## src/hw/ukp_consts.vh

```
/*
 Constants for the uplink keycode update path: widths, field positions,
 reset values, order code values and telemetry byte sizes.
 Assumes inclusion by bare name from the design files.
*/
`ifndef UKP_CONSTS_VH
`define UKP_CONSTS_VH
`define UKP_KEY_W        5
`define UKP_MSG_W        22
`define UKP_MARK_POS     7
`define UKP_TRIPLE_W     15
`define UKP_DIGIT_W      3
`define UKP_DIGITS       5
`define UKP_WORD_W       16
`define UKP_STAGE_WORDS  14
`define UKP_VER_W        40
`define UKP_TM_W         8
`define UKP_TM_BYTES     5
`define UKP_PAR_LO       15
`define UKP_PAR_HI       31
`define UKP_ORDER_LO     32
`define UKP_ORDER_MARKER 8'h01
`define UKP_ORDER_IDENT  8'h02
`define UKP_ORDER_DATA   8'h03
`define UKP_CNT_RESET    16'h0000
`define UKP_KEY_DIGIT_MASK 5'h10
`endif

```

## src/hw/ukp_odd_parity.v

```verilog
/*
 Odd parity generator over a data word.
 Assumes a purely combinational use; no clock.
*/
`timescale 1ns/10ps
`default_nettype none
module ukp_odd_parity #(
   parameter W = 15
) (
   input  wire [W-1:0] dataIn,
   output wire         parityBit
);
   // The bit makes the total count of ones odd.
   assign parityBit = ~(^dataIn);
endmodule // ukp_odd_parity
`default_nettype wire

```

## src/hw/ukp_triple_check.v

```verilog
/*
 Checks a 15-bit keycode triple: keycode, complement, keycode.
 Assumes the triple is presented in parallel, most significant keycode first.
*/
`timescale 1ns/10ps
`default_nettype none
module ukp_triple_check #(
   parameter KW = 5
) (
   input  wire [3*KW-1:0] triple,
   output wire            tripleOk,
   output wire [KW-1:0]   keycode
);
   assign keycode  = triple[3*KW-1:2*KW];
   assign tripleOk = (triple[2*KW-1:KW] == ~keycode) && (triple[KW-1:0] == keycode);
endmodule // ukp_triple_check
`default_nettype wire

```

## src/hw/ukp_uplink_keycode_update_path.v

```verilog
/*
 Uplink keycode update path: receiver strip and address check, uplink
 counter, keycode holding area, triple check, assembly, staging, final
 enter and verification word telemetry.
 Assumes sub-bit decoded symbols arrive one per enabled cycle with a
 symbol-valid strobe, and that all inputs are synchronous to core_clk.
*/
`timescale 1ns/10ps
`default_nettype none
`include "ukp_consts.vh"
module ukp_uplink_keycode_update_path #(
   parameter [2:0] VEHICLE_ADDR = 3'h1,
   parameter [2:0] SYSTEM_ADDR  = 3'h2,
   parameter       STAGE_WORDS  = `UKP_STAGE_WORDS
) (
   input  wire        core_clk,
   input  wire        sys_rst,
   input  wire        clkEn,
   input  wire        symValid,
   input  wire        symBit,
   input  wire        symVehicleErr,
   input  wire        symSystemErr,
   input  wire        msgStart,
   input  wire        msgEnd,
   input  wire        kbdValid,
   input  wire [4:0]  kbdKeycode,
   input  wire        enterCmd,
   input  wire        finalEnterCmd,
   input  wire [3:0]  useAddr,
   input  wire [7:0]  orderCode,
   input  wire        tmReady,
   output reg         uplinkIrq,
   output reg  [14:0] holdArea,
   output reg         keyValid,
   output reg  [4:0]  keyOut,
   output reg         keyReject,
   output reg  [14:0] asmReg,
   output reg  [2:0]  asmCount,
   output wire        asmFull,
   output reg  [3:0]  stageCount,
   output reg         stageLive,
   output reg  [15:0] useWord,
   output reg         useParityErr,
   output reg  [7:0]  tmByte,
   output reg         tmValid
);
   localparam ST_IDLE = 3'b001;
   localparam ST_ADDR = 3'b010;
   localparam ST_DATA = 3'b100;
   localparam [2:0] TM_BYTES = `UKP_TM_BYTES;

   reg  [2:0]  state;
   reg  [2:0]  next_state;
   reg  [4:0]  bitCnt;
   reg  [5:0]  addrShift;
   reg  [15:0] uplinkCounter;
   reg  [15:0] stageMem [0:STAGE_WORDS-1];
   reg         trigCheck;
   reg  [39:0] verWord;
   reg  [2:0]  tmLeft;
   wire        tripleOk;
   wire [4:0]  tripleKey;
   wire        asmParity;
   wire        copyParity;
   wire [4:0]  selKey;
   wire        selValid;
   wire        digitKey;
   integer     i;

   assign asmFull = (asmCount == `UKP_DIGITS);

   ukp_triple_check #(.KW(`UKP_KEY_W)) uTriple (
      .triple   (holdArea),
      .tripleOk (tripleOk),
      .keycode  (tripleKey)
   );

   ukp_odd_parity #(.W(`UKP_TRIPLE_W)) uAsmPar (
      .dataIn    (asmReg),
      .parityBit (asmParity)
   );

   ukp_odd_parity #(.W(`UKP_TRIPLE_W)) uCopyPar (
      .dataIn    (asmReg),
      .parityBit (copyParity)
   );

   // Any uplink triple, good or bad, wins over the keyboard in a shared cycle; the
   // keyboard entry is lost then, which is accepted since both rarely coincide.
   assign selValid = trigCheck ? tripleOk : kbdValid;
   assign selKey   = trigCheck ? tripleKey : kbdKeycode;
   assign digitKey = (selKey & `UKP_KEY_DIGIT_MASK) == `UKP_KEY_DIGIT_MASK;

   always @* begin
      next_state = state;
      case (state)
         ST_IDLE: begin
            if (symValid && msgStart) begin
               next_state = ST_ADDR;
            end
         end
         ST_ADDR: begin
            // Address errors from the sub-bit decoder abandon the message.
            if (symValid && (symVehicleErr || symSystemErr)) begin
               next_state = ST_IDLE;
            end else if (symValid && bitCnt == 5'd4) begin
               next_state = ST_DATA;
            end
         end
         ST_DATA: begin
            if (symValid && (symSystemErr || msgEnd)) begin
               next_state = ST_IDLE;
            end
         end
         default: begin
            next_state = ST_IDLE;
         end
      endcase
   end

   always @(posedge core_clk or posedge sys_rst) begin
      if (sys_rst) begin
         state         <= ST_IDLE;
         bitCnt        <= 5'h00;
         addrShift     <= 6'h00;
         uplinkCounter <= `UKP_CNT_RESET;
         uplinkIrq     <= 1'b0;
         holdArea      <= 15'h0000;
         trigCheck     <= 1'b0;
      end else if (clkEn) begin
         state     <= next_state;
         uplinkIrq <= 1'b0;
         trigCheck <= 1'b0;
         if (state == ST_IDLE) begin
            bitCnt <= 5'h00;
         end else if (symValid) begin
            bitCnt <= bitCnt + 5'd1;
         end
         // The start symbol already carries the first vehicle address bit.
         if (state == ST_IDLE && symValid && msgStart) begin
            addrShift <= {5'h00, symBit};
         end else if (state == ST_ADDR && symValid) begin
            addrShift <= {addrShift[4:0], symBit};
         end
         // A data stream begins only if the address fields match.
         if (state == ST_ADDR && next_state == ST_DATA) begin
            if ({addrShift[4:0], symBit} != {VEHICLE_ADDR, SYSTEM_ADDR}) begin
               state <= ST_IDLE;
            end else begin
               uplinkCounter <= `UKP_CNT_RESET;
            end
         end
         // The counter is a memory word, shifted on each accepted bit.
         if (state == ST_DATA && symValid && !symSystemErr) begin
            uplinkCounter <= {uplinkCounter[14:0], symBit};
            if (uplinkCounter[14]) begin
               uplinkIrq <= 1'b1;
               holdArea  <= {uplinkCounter[13:0], symBit};
               trigCheck <= 1'b1;
               state     <= ST_IDLE;
            end
         end
      end
   end

   always @(posedge core_clk or posedge sys_rst) begin
      if (sys_rst) begin
         keyValid     <= 1'b0;
         keyOut       <= 5'h00;
         keyReject    <= 1'b0;
         asmReg       <= 15'h0000;
         asmCount     <= 3'h0;
         stageCount   <= 4'h0;
         stageLive    <= 1'b0;
         useWord      <= 16'h0000;
         useParityErr <= 1'b0;
         for (i = 0; i < STAGE_WORDS; i = i + 1) begin
            stageMem[i] <= 16'h0000;
         end
      end else if (clkEn) begin
         keyValid  <= selValid;
         keyReject <= trigCheck && !tripleOk;
         if (selValid) begin
            keyOut <= selKey;
            if (digitKey && !asmFull) begin
               asmReg   <= {asmReg[11:0], selKey[2:0]};
               asmCount <= asmCount + 3'd1;
            end
         end
         if (enterCmd && asmFull && stageCount < STAGE_WORDS) begin
            stageMem[stageCount] <= {asmParity, asmReg};
            stageCount           <= stageCount + 4'd1;
            asmCount             <= 3'h0;
            stageLive            <= 1'b0;
         end
         if (finalEnterCmd && stageCount != 4'h0) begin
            stageLive <= 1'b1;
         end
         // Staged words read as zero until released, so they cannot leak in.
         if (stageLive && useAddr < STAGE_WORDS) begin
            useWord      <= stageMem[useAddr];
            useParityErr <= ~(^stageMem[useAddr]);
         end else begin
            useWord      <= 16'h0000;
            useParityErr <= 1'b0;
         end
      end
   end

   // The echo word is built on an enter with a full assembly while no echo is pending, and shifted out a byte at a time.
   always @(posedge core_clk or posedge sys_rst) begin
      if (sys_rst) begin
         verWord <= 40'h0000000000;
         tmLeft  <= 3'h0;
         tmByte  <= 8'h00;
         tmValid <= 1'b0;
      end else if (clkEn) begin
         if (tmValid && tmReady) begin
            tmValid <= 1'b0;
         end
         if (enterCmd && asmFull && tmLeft == 3'h0) begin
            verWord <= {orderCode, copyParity, asmReg, asmParity, asmReg};
            tmLeft  <= TM_BYTES;
         end else if (tmLeft != 3'h0 && (!tmValid || tmReady)) begin
            tmByte  <= verWord[7:0];
            tmValid <= 1'b1;
            verWord <= {8'h00, verWord[39:8]};
            tmLeft  <= tmLeft - 3'd1;
         end
      end
   end
endmodule // ukp_uplink_keycode_update_path
`default_nettype wire

```

## config.mk

```make
export PLATFORM = sky130hd
export DESIGN_NAME = ukp_uplink_keycode_update_path
export DESIGN_NICKNAME = d
export VERILOG_FILES = /design/src/hw/ukp_odd_parity.v /design/src/hw/ukp_triple_check.v /design/src/hw/ukp_uplink_keycode_update_path.v
export VERILOG_INCLUDE_DIRS = /design/src /design/src/hw
export SDC_FILE = /design/constraint.sdc
export NUM_CORES = 1
export LEC_CHECK = 0
export ABC_AREA = 1
export BUFFER_PORTS_ARGS = -buffer_cell sky130_fd_sc_hd__buf_4
export CORE_AREA = 2 2 244 246
export DETAILED_ROUTE_END_ITERATION = 8
export DIE_AREA = 0 0 246 248
export PLACE_DENSITY = 0.49
export RECOVER_POWER = 100
export SYNTH_ARGS = -nofsm -noshare
export SYNTH_HDL_FRONTEND = slang
export SYNTH_SLANG_ARGS = --single-unit
```

## constraint.sdc

```tcl
create_clock -name core_clk -period 18.4 [get_ports core_clk]
set_input_delay 1.84 -clock core_clk [delete_from_list [all_inputs] [get_ports core_clk]]
set_output_delay 1.84 -clock core_clk [all_outputs]
set_load 0.005 [all_outputs]
```

# After elaboration in Yosys (flattened, before gate mapping)
# Cells that the tools add are included.
word_totals:
  regBits: 367
  inputBits: 30
  out_inout_bits: 73
  elab_cells: 149
op_classes:
  add_sub_neg: 4
  magnitude_cmp: 5
  eq_ne: 10
  muxes: 40
  n_bitwise: 6
  n_reduce_logical: 51
ops:
  columns: ["cell", "n"]
  rows:
  - ["$bwmux 224", 1]
  - ["$mux 40", 2]
  - ["$bmux 16 s4", 1]
  - ["$demux 16 s4", 1]
  - ["$mux 16", 4]
  - ["$mux 15", 3]
  - ["$mux 3", 13]
  - ["$mux 5", 5]
  - ["$logic_and 1x1->1", 21]
  - ["$reduce_xor 16->1", 1]
  - ["$reduce_and 3->1", 5]
  - ["$reduce_xor 15->1", 1]
  - ["$reduce_bool 2->1", 7]
  - ["$reduce_and 2->1", 6]
  - ["$eq 5x5->1", 2]
  - ["$ge 5x5->1 const B", 2]
  - ["$not 4->5", 2]
  - ["$eq 3x3->1 const B", 3]
  - ["$mux 1", 9]
  - ["$pmux 3 s3", 1]
  - ["$lt 4x4->1 const B", 2]
  - ["$ne 6x4->1 const B", 1]
  - ["$add 5x1->5 const B", 1]
  - ["$eq 5x3->1 const B", 1]
  - ["other kinds (14)", 21]

# Depth between registers and ports, before layout
depth:
  depth_word: 10
  depth_mapped: 19
  ltp_nobuf: 18

# By module
# From an unflattened synthesis, not the netlist that was laid out.
hier_totals:
  cells_unflattened: 2400
  area_unflattened_um2: 17972.2
by_module_without_submodules:
  columns: ["mod", "instances", "cells_each", "area_per_inst_um2", "seq_area_each_um2"]
  rows:
  - ["ukp_uplink_keycode_update_path", 1, 2167, 17023.8, 9185.1]
  - ["ukp_odd_parity", 2, 96, 379.1, 0.0]
  - ["ukp_triple_check", 1, 41, 190.2, 0.0]

# Worst setup path after synthesis
# OpenSTA, ideal clock, no wires.
synth_path:
  path_kind: "in2reg"
  from: "in useAddr[3]"
  to: "reg useParityErr"
  setup_ns: 0.117
  arrival_time_ns: 3.127
  required_time_ns: 18.283
  setup_slack_ns: 15.156
  cell_stages: 14
  n_path_buf: 2
  cell_sequence: "buf_2 > inv_1 > buf_1 > nand3_1 > nand2_1 > nand2_1 > nand2_1 > nand2_1 > nand2_1 > nand2_1 > nand2_1 > nand2_1 > nand3_1 > nand2_1"
synth_between:
  elab_chain_len: 7
  word_cells_on_any_way: 9
  classes_between: "order compare: 1; mux: 4; bitwise: 2; reduce/logical: 2"
synth_lines:
  columns: ["element", "line", "text"]
  rows:
  - ["from (decl)", "ukp_uplink_keycode_update_path.v:29", "input wire [3:0] useAddr,"]
  - ["$not 4->5 (implied by the code)", "ukp_uplink_keycode_update_path.v:202", "useParityErr <= ~(^stageMem[useAddr]);"]
  - ["$bmux 16 s4", "ukp_uplink_keycode_update_path.v:202", null]
  - ["$mux 16 (implied by the code) (2 in a row)", "ukp_uplink_keycode_update_path.v:202", null]
  - ["$reduce_xor 16->1", "ukp_uplink_keycode_update_path.v:202", null]
  - ["$not 1->1", "ukp_uplink_keycode_update_path.v:202", null]
  - ["$mux 1 *", "ukp_uplink_keycode_update_path.v:200", "if (stageLive && useAddr < STAGE_WORDS) begin"]
  - ["to (signal assigned)", "ukp_uplink_keycode_update_path.v:202", null]
  - ["to (decl)", "ukp_uplink_keycode_update_path.v:43", "output reg useParityErr,"]
# Every way passes the cells marked *; elsewhere a longest branch is shown, timed or not. The select of a mux whose other input is x is not followed.
# A chain may end at the register's enable or synchronous reset.

==> results.py <==
metrics = {
    "outcome": {
        "status": "finished, violations left",
        "violations": "max-capacitance violations, max-slew violations",
    },
    "worst_hold_path": {
        "whs_path_depth": 2,
        "hp-class": "register to register",
    },
    "power": {
        "p_int_uw": 1560,
        "netSwitchingFraction": 0.344,
        "power_density_nw_per_um2": 120,
        "p_comb_frac": 0.227,
        "vdd_drop_max_v": 0.000176,
        "power.switching_uw": 815,
        "p_leak_uw": 0.00938,
        "clkPwrFrac": 0.357,
        "seq_power_share": 0.416,
    },
    "cts": {
        "cts_sinks": 367,
        "clockBufferDepth": 3,
        "cts_tree": "yes",
        "cts_resized": 0,
        "cts_root_buffer": "clkbuf_16",
        "cts_setup_buffers": 0,
        "cts_htree_levels": 2,
        "numCtsBuffers": 44,
        "clk_latency_ns": 0.57,
        "cts_hold_buf": 0,
        "path_clk_slew_ns": 0.06,
    },
    "logic_synthesis": {
        "avgSynthCellArea_um2": 7.77,
        "synth_edf_count": 0,
        "yosysWarnings": 0,
        "async_flop_share": 1.00,
        "synth_commonest_cells": "790 x nand2_1, 367 x o21ai_0, 366 x dfrtp_1",
        "ys_seq_area_frac": 0.531,
        "syn_area_um2": 17300,
        "synth_area_leader_cell": "dfrtp_1",
        "synth.distinct_cells": 42,
        "syn_nets": 2265,
        "ys_ff_latch": 367,
        "synthCells": 2225,
        "synth.top_cell.area_share": 0.530,
        "synth.top_cells.by_area": "dfrtp_1 53%, nand2_1 17%, o21ai_0 11%",
        "synth_ff_type": "dfrtp_1",
        "post-synth-top-count-cell": "nand2_1",
    },
    "placed_design": {
        "gp_congestion": 0.804,
        "dp_hpwl_mm": 31.1,
        "place_inst": 2989,
        "dp_slack_ns": 13.39,
        "port_buffers": 102,
    },
    "detailed_routing": {
        "vias_per_cell": 4.67,
        "drt_iter0_drc": 922,
        "dr.pass1.iters": 7,
        "wirelength_mm": 48.9,
        "ant_nets": 0,
        "drc": 0,
        "via_count": 14300,
        "wire_per_inst_um": 16.0,
    },
    "worst_setup_path": {
        "critPathMaxFanout": 142,
        "critPathKind": "primary input to async pin",
        "worst_ep_required_time_ns": 18.10,
        "startpoint_type": "primary input",
        "crit_arrival_ns": 8.95,
        "r2r_cells": 11,
        "endpoint_kind": "async pin",
    },
    "sta": {
        "setup_viol": 0,
        "worst_pin_slew_ns": 6.57,
        "max_freq_ghz": 0.108,
        "fin_skew_ns": 0.0131,
        "slew_violations": 625,
        "fin_crit_ns": 9.25,
        "min_period_over_period": 0.503,
        "worst_slack_ns": 9.15,
        "finalHoldViolCount": 0,
        "slew_headroom": -3.38,
        "rsz0062_at_grt": "no",
        "holdWs_ns": 0.477,
        "fin_tns_setup_ns": 0,
    },
    "cells_and_area": {
        "nNetsFinal": 2302,
        "stdcell_count": 3067,
        "seq_area_um2": 9190,
        "multi_input_area_um2": 6580,
        "drive_gt1_frac": 0.0697,
        "finish.utilization": 0.339,
        "fill_cells": 6266,
        "antennaDiodeCount": 0,
        "syn2layout_area_growth_pct": 14.6,
    },
    "grt": {
        "antenna_found_initial": 1,
        "track_usage": 0.164,
        "grt_pass1_vias": 14200,
        "grt_max_degree": 143,
        "overflow": 0,
        "grt_pass1_wl_mm": 79.6,
    },
    "floorplan": {
        "core_area_um2": 58500,
        "top_level_ports": 103,
        "die_w_um": 246,
        "fp-row-count": 89,
        "start_util": 0.296,
        "die_h_um": 248,
        "die_area_um2": 61000,
    },
    "flow_run": {
        "cap_viol_max_count": 9,
    },
}
## cell type report
class / count / area share
sequential: 367 / 0.464
multi-input combinational: 1484 / 0.332
clock buffer: 68 / 0.0672
tap: 773 / 0.0488
inverter: 250 / 0.0474
timing repair buffer: 115 / 0.0373
clock inverter: 10 / 0.00373
## flip-flops by register name, summed over array words and instances, names as in the netlist, 3 cells and up
name / flops
addrShift: 5
asmCount: 3
asmReg: 15
bitCnt: 5
holdArea: 15
keyOut: 5
stageCount: 4
stageMem: 224
state: 3
tmByte: 8
tmLeft: 3
uplinkCounter: 15
useWord: 16
verWord: 40
## kinds of logic after synthesis
kind of cell    synth area share
fa+ha+maj                0.00723
flops                      0.531
buf+inv                   0.0859
xor+xnor                  0.0106
simple gates               0.234
mux                      0.00116
compound gates             0.130
## metal layers
layer / global-route usage / vias up / share of wire
li1: - / 7059 / -
met1: 0.216 / 6908 / 0.46
met2: 0.274 / 257 / 0.47
met3: 0.0275 / 85 / 0.043
met4: 0.0556 / 0 / 0.029
met5: 0 / - / 0
## power groups by stage
stage	clock, uW	sequential, uW	combinational [uW]
after floorplan	0	972	329
after global placement	0	1000	560
after detailed placement	0	1000	568
after CTS	873	990	569
after global routing	905	1000	606
final	847	987	537
## path summary, 6_finish.rpt
kind | start | to | slack (ns)
setup / recovery | sys_rst | stageMem[166] | 9.15
hold / removal | keyOut[4] | keyOut[4] | 0.48
setup reg to reg | asmCount[0] | stageMem[7] | 14.39
hold reg to reg | keyOut[4] | keyOut[4] | 0.48
max in group core_clk | useAddr[0] | useParityErr | 10.73
min in group asynchronous | sys_rst | verWord[36] | 3.27
## through the flow
step,area [um^2],total power [uW]
6_report,19800,2370
5_1_grt,19800,2510
4_1_cts,20000,2430
3_5_place_dp,18600,1570
3_3_place_gp,18600,1560
2_1_floorplan,17300,1300
## worst max-delay path, cell delays in order
cell and delay (ns):
clkbuf_4 0.11, clkinvlp_2 3.53, clkbuf_1 3.15
## cells in the final DEF (no fill, tap or decap), types with 2 or more instances in the layout
cell type / Yosys / routed
a21oi_1: 6 / 7
a22o_1: 2 / 2
a31oi_1: 2 / 2
buf_1: 3 / 2
buf_4: 6 / 27
clkbuf_1: 68 / 41
clkbuf_16: 0 / 44
clkbuf_4: 0 / 55
clkbuf_8: 0 / 14
clkinv_1: 1 / 2
clkinv_2: 0 / 6
dfrtp_1: 366 / 366
ha_1: 10 / 10
inv_1: 239 / 244
inv_2: 10 / 3
mux2i_1: 2 / 2
nand2_1: 790 / 791
nand3_1: 108 / 110
nand4_1: 3 / 3
nor2_1: 93 / 96
nor2_2: 3 / 2
nor3_1: 12 / 12
nor3b_1: 2 / 2
o211ai_1: 5 / 5
o21ai_0: 367 / 387
o21ai_1: 23 / 4
o22ai_1: 16 / 16
o41ai_1: 1 / 2
xnor2_1: 14 / 14
xor2_1: 7 / 7
Note: power is estimated with default switching activity, not from simulation.
